**src/include/seq_pkg.sv**
```systemverilog
// Constants and carrier types for the codec output-path power sequencer.
package seq_pkg;
    // System clock and the documented times in their own units.
    localparam int CLK_HZ       = 10_000_000;
    localparam int SETTLE_MS    = 10;
    localparam int LINE_RAMP_MS = 300;
    localparam int PDN_LOW_NS   = 150;
    localparam int SETTLE_CYC_DEF = SETTLE_MS * (CLK_HZ / 1000);
    localparam int RAMP_CYC_DEF   = LINE_RAMP_MS * (CLK_HZ / 1000);
    localparam int PDN_CYC =
        (PDN_LOW_NS * (CLK_HZ / 1_000_000) + 999) / 1000;
    localparam int WAIT_W = 22;

    // Serial control port: last divider count of a 4-cycle half-bit, end phase of a 16-bit frame.
    localparam logic [1:0] SER_DIV_LAST = 2'h3;
    localparam logic [5:0] SER_PH_END   = 6'h20;

    // Software register map (word index on the Avalon address).
    localparam logic [2:0] A_CMD    = 3'h0;
    localparam logic [2:0] A_CFG    = 3'h1;
    localparam logic [2:0] A_VOL    = 3'h2;
    localparam logic [2:0] A_STATUS = 3'h3;

    // Commands written to A_CMD bits [2:0].
    localparam logic [2:0] C_WAKE       = 3'h0;
    localparam logic [2:0] C_MONO_START = 3'h1;
    localparam logic [2:0] C_MONO_STOP  = 3'h2;
    localparam logic [2:0] C_LINE_START = 3'h3;
    localparam logic [2:0] C_LINE_STOP  = 3'h4;
    localparam logic [2:0] C_CLK_STOP   = 3'h5;
    localparam logic [2:0] C_SHUTDOWN   = 3'h6;
    localparam logic [2:0] C_HARD_DOWN  = 3'h7;

    // Clock modes held in A_CFG bits [5:4].
    localparam logic [1:0] M_PLL_MASTER = 2'h0;
    localparam logic [1:0] M_PLL_SLAVE  = 2'h1;
    localparam logic [1:0] M_PLL_MCLK   = 2'h2;

    // Shadow copies of device registers and their device addresses.
    localparam logic [2:0] R_PM1 = 3'h0;
    localparam logic [2:0] R_PM2 = 3'h1;
    localparam logic [2:0] R_SEL1 = 3'h2;
    localparam logic [2:0] R_SEL2 = 3'h3;
    localparam logic [2:0] R_MODE = 3'h4;
    localparam logic [2:0] R_VOL = 3'h5;
    localparam logic [5:0][7:0] DEV_ADDR =
        {8'h0A, 8'h05, 8'h03, 8'h02, 8'h01, 8'h00};
    localparam logic [5:0][7:0] DEV_DEFAULT =
        {8'h00, 8'h00, 8'h00, 8'h00, 8'h00, 8'h00};

    // Bit positions inside the device registers.
    localparam int B_DAC_POWER   = 2;
    localparam int B_LINE_AMP    = 3;
    localparam int B_SPK_AMP     = 4;
    localparam int B_MONO_AMP    = 5;
    localparam int B_MIDRAIL_REF = 6;
    localparam int B_PLL_POWER   = 0;
    localparam int B_CLK_OUT_EN  = 1;
    localparam int B_DAC_TO_SPK  = 0;
    localparam int B_MONO_TO_SPK = 5;
    localparam int B_SPK_RELEASE = 7;
    localparam int B_DAC_TO_LINE = 4;
    localparam int B_LINE_SAVE   = 6;

    // Sequencer step operations.
    localparam logic [2:0] OP_END  = 3'h0;
    localparam logic [2:0] OP_SET  = 3'h1;
    localparam logic [2:0] OP_CLR  = 3'h2;
    localparam logic [2:0] OP_LOAD = 3'h3;
    localparam logic [2:0] OP_WAIT = 3'h4;
    localparam logic [2:0] OP_CLKS = 3'h5;
    localparam logic [2:0] OP_PDN  = 3'h6;
    localparam logic [7:0] W_SETTLE = 8'h00;
    localparam logic [7:0] W_RAMP   = 8'h01;
    localparam logic [7:0] W_PDN    = 8'h02;

    typedef struct packed {
        logic [2:0] op;
        logic [2:0] idx;
        logic [7:0] val;
    } step_s;

    typedef struct packed {
        logic [7:0] addr;
        logic [7:0] data;
    } frame_s;
endpackage

```
**src/verilog/output_path_sequencer.sv**
```systemverilog
// Host-side power sequencer driving the codec over its serial control port.
`timescale 1ns/1ns
module output_path_sequencer
    import seq_pkg::*;
#(
    parameter int SETTLE_CYC = SETTLE_CYC_DEF,
    parameter int RAMP_CYC   = RAMP_CYC_DEF
) (
    input  wire logic        CLK_SYS,
    input  wire logic        SRST,
    input  wire logic [2:0]  AVS_ADDRESS,
    input  wire logic        AVS_READ,
    input  wire logic        AVS_WRITE,
    input  wire logic [31:0] AVS_WRITEDATA,
    output logic      [31:0] AVS_READDATA,
    output logic             AVS_WAITREQUEST,
    output logic             CODEC_CS_N,
    output logic             CODEC_CCLK,
    output logic             CODEC_CDATA,
    output logic             POWER_DOWN_PIN_N,
    output logic             MASTER_CLOCK_RUN,
    output logic             SERIAL_CLOCK_RUN
);
    typedef enum logic [3:0] {
        S_IDLE = 4'b0001,
        S_EXEC = 4'b0010,
        S_SEND = 4'b0100,
        S_WAIT = 4'b1000
    } state_e;

    state_e            state_r;
    logic [2:0]        cmd_r;
    logic [3:0]        step_r;
    logic [3:0]        rate_r;
    logic [1:0]        mode_r;
    logic [7:0]        vol_r;
    logic              refused_r;
    logic [5:0][7:0]   shadow_r;
    logic [WAIT_W-1:0] wait_r;
    logic              rd_done_r;
    logic [31:0]       rdata_r;
    logic [15:0]       sh_r;
    logic [5:0]        ph_r;
    logic [1:0]        div_r;
    logic              ser_busy_r;
    logic              settle_seen_r;
    logic              ramp_seen_r;

    // Step table: one entry per register write, wait or pin change.
    function automatic step_s step_f(input logic [2:0] c,
                                     input logic [1:0] m,
                                     input logic [3:0] i);
        step_s s;
        s = '{OP_END, R_PM1, 8'h00};
        case ({c, i})
            {C_WAKE, 4'h0}: s = '{OP_PDN, R_PM1, 8'h00};
            {C_WAKE, 4'h1}: s = '{OP_WAIT, R_PM1, W_PDN};
            {C_WAKE, 4'h2}: s = '{OP_PDN, R_PM1, 8'h01};
            {C_WAKE, 4'h3}: s = '{OP_CLKS, R_PM1, 8'h03};
            {C_WAKE, 4'h4}: s = '{OP_SET, R_PM1, 8'(1 << B_MIDRAIL_REF)};
            // PLL modes power the PLL once the reference is up
            {C_WAKE, 4'h5}:
                s = (m == M_PLL_MASTER) ?
                    step_s'{OP_SET, R_PM2,
                        8'((1 << B_PLL_POWER) | (1 << B_CLK_OUT_EN))} :
                    (m == M_PLL_SLAVE) ?
                    step_s'{OP_SET, R_PM2, 8'(1 << B_PLL_POWER)} :
                    step_s'{OP_END, R_PM1, 8'h00};
            {C_MONO_START, 4'h0}: s = '{OP_SET, R_PM1,
                8'((1 << B_MONO_AMP) | (1 << B_SPK_AMP))};
            {C_MONO_START, 4'h1}: s = '{OP_CLR, R_SEL1,
                8'(1 << B_DAC_TO_SPK)};
            {C_MONO_START, 4'h2}: s = '{OP_SET, R_SEL1,
                8'(1 << B_MONO_TO_SPK)};
            {C_MONO_START, 4'h3}: s = '{OP_WAIT, R_PM1, W_SETTLE};
            {C_MONO_START, 4'h4}: s = '{OP_SET, R_SEL1,
                8'(1 << B_SPK_RELEASE)};
            {C_MONO_STOP, 4'h0}: s = '{OP_CLR, R_SEL1,
                8'(1 << B_SPK_RELEASE)};
            {C_MONO_STOP, 4'h1}: s = '{OP_CLR, R_PM1,
                8'((1 << B_MONO_AMP) | (1 << B_SPK_AMP))};
            {C_MONO_STOP, 4'h2}: s = '{OP_CLR, R_SEL1,
                8'(1 << B_MONO_TO_SPK)};
            {C_LINE_START, 4'h0}: s = '{OP_LOAD, R_MODE, 8'h00};
            {C_LINE_START, 4'h1}: s = '{OP_SET, R_SEL2,
                8'(1 << B_DAC_TO_LINE)};
            {C_LINE_START, 4'h2}: s = '{OP_LOAD, R_VOL, 8'h00};
            {C_LINE_START, 4'h3}: s = '{OP_SET, R_SEL2,
                8'(1 << B_LINE_SAVE)};
            {C_LINE_START, 4'h4}: s = '{OP_SET, R_PM1, 8'((1 << B_DAC_POWER)
                | (1 << B_MONO_AMP) | (1 << B_LINE_AMP))};
            {C_LINE_START, 4'h5}: s = '{OP_WAIT, R_PM1, W_RAMP};
            {C_LINE_START, 4'h6}: s = '{OP_CLR, R_SEL2,
                8'(1 << B_LINE_SAVE)};
            {C_LINE_STOP, 4'h0}: s = '{OP_SET, R_SEL2, 8'(1 << B_LINE_SAVE)};
            {C_LINE_STOP, 4'h1}: s = '{OP_CLR, R_PM1, 8'((1 << B_DAC_POWER)
                | (1 << B_MONO_AMP) | (1 << B_LINE_AMP))};
            {C_LINE_STOP, 4'h2}: s = '{OP_CLR, R_SEL2,
                8'(1 << B_DAC_TO_LINE)};
            {C_LINE_STOP, 4'h3}: s = '{OP_WAIT, R_PM1, W_RAMP};
            {C_LINE_STOP, 4'h4}: s = '{OP_CLR, R_SEL2, 8'(1 << B_LINE_SAVE)};
            // PLL off, clock out off, then clocks
            {C_CLK_STOP, 4'h0}, {C_SHUTDOWN, 4'h1}:
                s = (m == M_PLL_MASTER || m == M_PLL_SLAVE) ?
                    step_s'{OP_CLR, R_PM2, 8'(1 << B_PLL_POWER)} :
                    step_s'{OP_CLKS, R_PM1, 8'h00};
            // slave mode skips the clock output write
            {C_CLK_STOP, 4'h1}, {C_SHUTDOWN, 4'h2}:
                s = (m == M_PLL_MASTER) ?
                    step_s'{OP_CLR, R_PM2, 8'(1 << B_CLK_OUT_EN)} :
                    step_s'{OP_CLKS, R_PM1, 8'h00};
            // master-clock slave stops clocks without writes
            {C_CLK_STOP, 4'h2}, {C_SHUTDOWN, 4'h3}:
                s = '{OP_CLKS, R_PM1, 8'h00};
            // all blocks but the reference, clocks, then reference
            {C_SHUTDOWN, 4'h0}: s = '{OP_CLR, R_PM1,
                8'(~(1 << B_MIDRAIL_REF))};
            {C_SHUTDOWN, 4'h4}: s = '{OP_CLR, R_PM1, 8'(1 << B_MIDRAIL_REF)};
            {C_HARD_DOWN, 4'h0}: s = '{OP_CLKS, R_PM1, 8'h00};
            {C_HARD_DOWN, 4'h1}: s = '{OP_PDN, R_PM1, 8'h00};
            default: s = '{OP_END, R_PM1, 8'h00};
        endcase
        return s;
    endfunction

    step_s      cur;
    logic [7:0] old_byte;
    logic [7:0] new_byte;
    logic [7:0] load_byte;
    logic       cmd_wr;
    logic       cmd_take;
    logic       refuse;
    logic       rd_take;
    logic       ser_tick;
    logic       ser_start;
    logic       dac_on;
    logic [WAIT_W-1:0] wait_load;
    logic [31:0] status_word;
    logic [31:0] rd_mux;

    assign cur       = step_f(cmd_r, mode_r, step_r);
    assign old_byte  = shadow_r[cur.idx];
    assign load_byte = (cur.idx == R_VOL) ? vol_r : {4'h0, rate_r};
    assign new_byte  = (cur.op == OP_SET) ? (old_byte | cur.val) :
                       (cur.op == OP_CLR) ? (old_byte & ~cur.val) :
                       load_byte;
    assign ser_start = (state_r == S_EXEC) &&
                       (cur.op == OP_SET || cur.op == OP_CLR ||
                        cur.op == OP_LOAD);
    assign dac_on    = shadow_r[R_PM1][B_DAC_POWER];
    assign wait_load = (cur.val == W_SETTLE) ? WAIT_W'(SETTLE_CYC - 1) :
                       (cur.val == W_RAMP)   ? WAIT_W'(RAMP_CYC - 1) :
                       WAIT_W'(PDN_CYC - 1);

    // Command writes stall on waitrequest while a sequence is running.
    assign cmd_wr   = AVS_WRITE && AVS_ADDRESS == A_CMD;
    assign cmd_take = cmd_wr && state_r == S_IDLE;
    // refuse clock stop while the DAC is in use
    assign refuse   = cmd_take && AVS_WRITEDATA[2:0] == C_CLK_STOP && dac_on;
    assign rd_take  = AVS_READ && !rd_done_r;
    assign AVS_WAITREQUEST = rd_take || (cmd_wr && state_r != S_IDLE);
    assign AVS_READDATA = rdata_r;
    assign status_word = {16'h0000, 1'b0, cmd_r, step_r, 2'h0,
                          SERIAL_CLOCK_RUN, MASTER_CLOCK_RUN,
                          POWER_DOWN_PIN_N, refused_r,
                          ser_busy_r, state_r != S_IDLE};
    assign rd_mux = (AVS_ADDRESS == A_CFG) ? {26'h0, mode_r, rate_r} :
                    (AVS_ADDRESS == A_VOL) ? {24'h0, vol_r} :
                    (AVS_ADDRESS == A_STATUS) ? status_word : 32'h0000_0000;

    always_ff @(posedge CLK_SYS) begin
        if (SRST) begin
            rd_done_r <= 1'b0;
            rdata_r   <= 32'h0000_0000;
            rate_r    <= 4'h0;
            mode_r    <= M_PLL_MASTER;
            vol_r     <= 8'h00;
        end else begin
            rd_done_r <= rd_take;
            if (rd_take) rdata_r <= rd_mux;
            if (AVS_WRITE && AVS_ADDRESS == A_CFG) begin
                rate_r <= AVS_WRITEDATA[3:0];
                mode_r <= AVS_WRITEDATA[5:4];
            end
            if (AVS_WRITE && AVS_ADDRESS == A_VOL) vol_r <= AVS_WRITEDATA[7:0];
        end
    end

    // Sequencer.
    always_ff @(posedge CLK_SYS) begin
        if (SRST) begin
            state_r          <= S_IDLE;
            cmd_r            <= C_WAKE;
            step_r           <= 4'h0;
            wait_r           <= '0;
            refused_r        <= 1'b0;
            POWER_DOWN_PIN_N <= 1'b0;
            MASTER_CLOCK_RUN <= 1'b0;
            SERIAL_CLOCK_RUN <= 1'b0;
        end else begin
            case (state_r)
                S_IDLE: begin
                    if (cmd_take) begin
                        cmd_r     <= AVS_WRITEDATA[2:0];
                        step_r    <= 4'h0;
                        refused_r <= refuse;
                        state_r   <= refuse ? S_IDLE : S_EXEC;
                    end
                end
                S_EXEC: begin
                    case (cur.op)
                        OP_SET, OP_CLR, OP_LOAD: state_r <= S_SEND;
                        OP_WAIT: begin
                            wait_r  <= wait_load;
                            state_r <= S_WAIT;
                        end
                        OP_CLKS: begin
                            MASTER_CLOCK_RUN <= cur.val[1];
                            SERIAL_CLOCK_RUN <= cur.val[0];
                            step_r <= step_r + 4'h1;
                        end
                        OP_PDN: begin
                            POWER_DOWN_PIN_N <= cur.val[0];
                            step_r <= step_r + 4'h1;
                        end
                        default: state_r <= S_IDLE;
                    endcase
                end
                S_SEND: begin
                    if (!ser_busy_r) begin
                        step_r  <= step_r + 4'h1;
                        state_r <= S_EXEC;
                    end
                end
                S_WAIT: begin
                    if (wait_r == '0) begin
                        step_r  <= step_r + 4'h1;
                        state_r <= S_EXEC;
                    end else begin
                        wait_r <= wait_r - WAIT_W'(1);
                    end
                end
                default: state_r <= S_IDLE;
            endcase
        end
    end

    // The shadow follows every frame sent, so SET and CLR keep other bits.
    always_ff @(posedge CLK_SYS) begin
        if (SRST) begin
            shadow_r <= DEV_DEFAULT;
        // device registers reset while the pin is low
        end else if (!POWER_DOWN_PIN_N) begin
            shadow_r <= DEV_DEFAULT;
        end else if (ser_start) begin
            shadow_r[cur.idx] <= new_byte;
        end
    end

    // Serial writer: data changes with the clock low, device samples rising.
    assign ser_tick = ser_busy_r && div_r == SER_DIV_LAST;
    always_ff @(posedge CLK_SYS) begin
        if (SRST) begin
            ser_busy_r  <= 1'b0;
            sh_r        <= 16'h0000;
            ph_r        <= 6'h00;
            div_r       <= 2'h0;
            CODEC_CS_N  <= 1'b1;
            CODEC_CCLK  <= 1'b1;
            CODEC_CDATA <= 1'b0;
        end else if (ser_start) begin
            ser_busy_r <= 1'b1;
            sh_r       <= frame_s'{DEV_ADDR[cur.idx], new_byte};
            ph_r       <= 6'h00;
            div_r      <= 2'h0;
            CODEC_CS_N <= 1'b0;
        end else if (ser_busy_r) begin
            div_r <= div_r + 2'h1;
            if (ser_tick) begin
                ph_r <= ph_r + 6'h01;
                if (ph_r == SER_PH_END) begin
                    ser_busy_r <= 1'b0;
                    CODEC_CS_N <= 1'b1;
                end else if (!ph_r[0]) begin
                    CODEC_CCLK  <= 1'b0;
                    CODEC_CDATA <= sh_r[15];
                end else begin
                    CODEC_CCLK <= 1'b1;
                    sh_r       <= {sh_r[14:0], 1'b0};
                end
            end
        end
    end

    // Helper flags for the checks: set when a settle or ramp wait expires, cleared
    // on a new command.
    always_ff @(posedge CLK_SYS) begin
        if (SRST || cmd_take) begin
            settle_seen_r <= 1'b0;
            ramp_seen_r   <= 1'b0;
        end else if (state_r == S_WAIT && wait_r == '0) begin
            settle_seen_r <= settle_seen_r || cur.val == W_SETTLE;
            ramp_seen_r   <= ramp_seen_r || cur.val == W_RAMP;
        end
    end
endmodule // output_path_sequencer

```
**config.mk**
```make
export PLATFORM = sky130hd
export DESIGN_NAME = output_path_sequencer
export DESIGN_NICKNAME = d
export VERILOG_FILES = /design/src/include/seq_pkg.sv /design/src/verilog/output_path_sequencer.sv
export SDC_FILE = /design/constraint.sdc
export NUM_CORES = 1
export LEC_CHECK = 0
export ABC_AREA = 1
export BUFFER_PORTS_ARGS = -buffer_cell sky130_fd_sc_hd__buf_4
export CAP_MARGIN = 5
export CORE_MARGIN = 2
export CORE_UTILIZATION = 61
export DETAILED_ROUTE_END_ITERATION = 16
export GPL_ROUTABILITY_DRIVEN = 0
export PLACE_DENSITY_LB_ADDON = 0.05
export SLEW_MARGIN = 20
export SYNTH_ARGS = -nofsm -noshare
export SYNTH_HDL_FRONTEND = slang
export SYNTH_SLANG_ARGS = --single-unit
```
**constraint.sdc**
```tcl
create_clock -name CLK_SYS -period 5.12 [get_ports CLK_SYS]
set_clock_uncertainty 0.15 [all_clocks]
set_input_delay 0.256 -clock CLK_SYS [delete_from_list [all_inputs] [get_ports CLK_SYS]]
set_output_delay 0.256 -clock CLK_SYS [all_outputs]
set_load 0.05 [all_outputs]
```
==> run metrics <==
DRT antenna net count 0; Cells after Synth 1195; Die Height 118 um; Yosys Warn Count 0; Initial DRT Pass Iterations 7; ant diodes 0; Tmin final 3.61 ns; final count of pins violating max slew 0; # IOs 78; metal2 WL 9130 um; worst-skew pair later-pin latency 0.42 ns; Max-slew headroom 0.304; DP Worst Slack 1.60 ns; Fin. Hold Viols 0; GRT Resource Usage Total 0.294; number of global-route vias before repair 6687; vias 7617; clk buf depth 2; number of distinct library cells after synthesis 44; Worst Path Required 5.32 ns; worst hold slack 0.0119 ns; total core area 12600 um2; number of synthesized flops with an enable pin 0; synthesis-to-finish area growth 11.6%; starting density of the core 0.626; worst reg2reg path depth 15; Worst-Margin Slew 1.04 ns; cell count after placement 1368; chip width 118 um; FF+latch count, synth 143; Nets 1271; Port Buffer Count 36; Max-Cap Viols 0; Power Dens Cells 332 nW/um2; DRC Markers 0; first-pass GRT wire length 33000 um; Vias per Instance 5.41; Crit Path Category reg -> reg; clk slew on worst S/H paths 0.06 ns; clock root buffer clkbuf_16; layout cells sized above 1 0.104; Final TNS setup 0 ns; synthesized area per cell 6.61 um2; status complete, no violations; metal1 wirelength 9290 um; CTS tree yes; Post-DP HPWL 14000 um; WHS Path Cells 3; ys flop type dfxtp_1; worst ir drop on vdd 0.280 mV; Crit Path Max Fanout 23; fillers 1124; initial antenna violation count 0; CTS buffer count 17; count of final setup violators 0; RSZ-0062 raised after global routing no; CP Launch Type flop; die area 13900 um2; htree depth 4; Min-Delay Path Class in -> reg; period utilisation layout 0.704; Detailed Route WL 20300 um; CTS sink count 143; GRT overflow 0; Rows 41; Pleak 0.00417 uW; Mapped Area 7900 um2; sequential area share after synthesis 0.362; final setup margin 1.51 ns; worst path arrival time 3.81 ns; DRC violation total after the first TritonRoute iteration 752; asr flop ratio synth 0; Worst Setup End Kind flop; highest routed layer met4; largest net degree at the start of global routing 36; Max Fclk 277 MHz; post-route insts no fill 1407; WL per Instance 14.4 um; met3 wire length 1510 um
per-layer routing:
metal,vias up,GRT usage
met4,0,0.102
li1,3877,-
met5,-,0
met2,274,0.459
met3,31,0.0635
met1,3435,0.403
stage by stage:
stage	total power [uW]	util	instance area [um2]
2_1_floorplan	1550	-	7960
3_3_place_gp	1660	0.645	8140
3_5_place_dp	1660	0.645	8140
4_1_cts	2940	0.699	8820
5_1_grt	3050	0.699	8820
6_report	2930	0.699	8820
Yosys cell counts, drive strengths merged, types with 3 or more instances:
cell    number  share of area
nor2       134          0.073
buf         38          0.035
ha          10          0.016
a211oi       3         0.0029
nand3       79          0.055
o21a         7         0.0067
nand3b       3         0.0029
nand2      260           0.13
nor4         5         0.0040
xor2         6         0.0067
inv        185          0.088
a31oi       18          0.014
xnor2        5         0.0055
dfxtp      143           0.36
a21oi       92          0.058
nor3        21          0.015
o21ai      124          0.079
clkbuf      19         0.0090
o21bai      11          0.010
nand4       11         0.0087
a22oi        8         0.0076
power by group:
group | internal (uW) | total (uW) | switching [uW] | leakage (uW)
logic | 141 | 488 | 347 | 0.00272
clock network | 803 | 1280 | 473 | 0.000296
registers | 1140 | 1170 | 23.6 | 0.00116
total | 2090 | 2930 | 844 | 0.00417
final timing paths:
kind                         start           end  slack (ns)
hold / removal    AVS_WRITEDATA[0]      vol_r[0]        0.01
setup / recovery         step_r[0]       sh_r[5]        1.51
setup reg to reg         step_r[0]       sh_r[5]        1.51
hold reg to reg       shadow_r[36]  shadow_r[36]        0.30
repair_timing:
item,in CTS,in global routing
endpoints found under the hold margin,10,0
resized for setup,0,0
setup buffers,0,0
hold buffers,7,0
sequential cells by signal, summed over array words and instances, names as in the netlist, 2 cells and up:
name          cells
step_r            4
rate_r            4
vol_r             8
state_r           4
cmd_r             3
shadow_r         47
sh_r             16
AVS_READDATA     15
ph_r              6
div_r             2
mode_r            2
wait_r           22
worst max-delay path, stage by stage (launching register included):
cell	delay (ns)
dfxtp_1	0.45
inv_1	0.12
ha_1	0.25
inv_1	0.08
nor2_1	0.09
nand2_1	0.13
nand3_1	0.13
nor2_4	0.22
nand3_2	0.48
nor2_2	0.51
nand2_1	0.08
o21ai_0	0.16
o21ai_1	0.10
nand2_1	0.31
nand2_1	0.12
a21oi_1	0.14
area by class of cell:
class	instances	area, um2	area share
clock buffers	22	474	0.0538
repair buffers	49	385	0.0437
flip-flops and latches	143	2860	0.325
well taps	172	215	0.0244
multi-input cells	824	4040	0.459
clock inverters	10	134	0.0152
inverters	187	702	0.0796
cells in the final DEF (no fill, tap or decap), drive strengths merged:
cell type	synthesis	routed
a211oi	3	3
mux2i	1	1
xor2	6	6
a41oi	1	1
o211ai	2	2
nand3	79	79
clkbuf	19	22
and3	1	1
o21bai	11	11
inv	185	186
a31oi	18	18
nor2	134	134
nand3b	3	3
clkinvlp	0	2
a21oi	92	92
o21ai	124	124
nor3b	1	1
buf	38	42
clkinv	2	6
or2	2	2
nand2	260	260
o22ai	1	1
bufinv	0	3
o21a	7	7
a22oi	8	8
ha	10	10
dlygate4sd3	0	7
nor3	21	21
nand4	11	11
xnor2	5	5
nor4	5	5
a31o	1	1
dfxtp	143	143
conb	1	17
logic make-up (layout without fill, tap and decap cells):
group / after synthesis / in the layout / share of synthesized area
AOI/OAI and AO/OA: 268 / 268 / 0.184
xor gates and xnor gates: 11 / 11 / 0.0122
adders and majority gates: 10 / 10 / 0.0158
buffers and inverters: 244 / 268 / 0.133
DFF: 143 / 143 / 0.362
muxes: 1 / 1 / 0.00127
other: 1 / 17 / 0.000475
and+or+nand+nor: 517 / 517 / 0.291
Power figures use the tool's default switching activity.
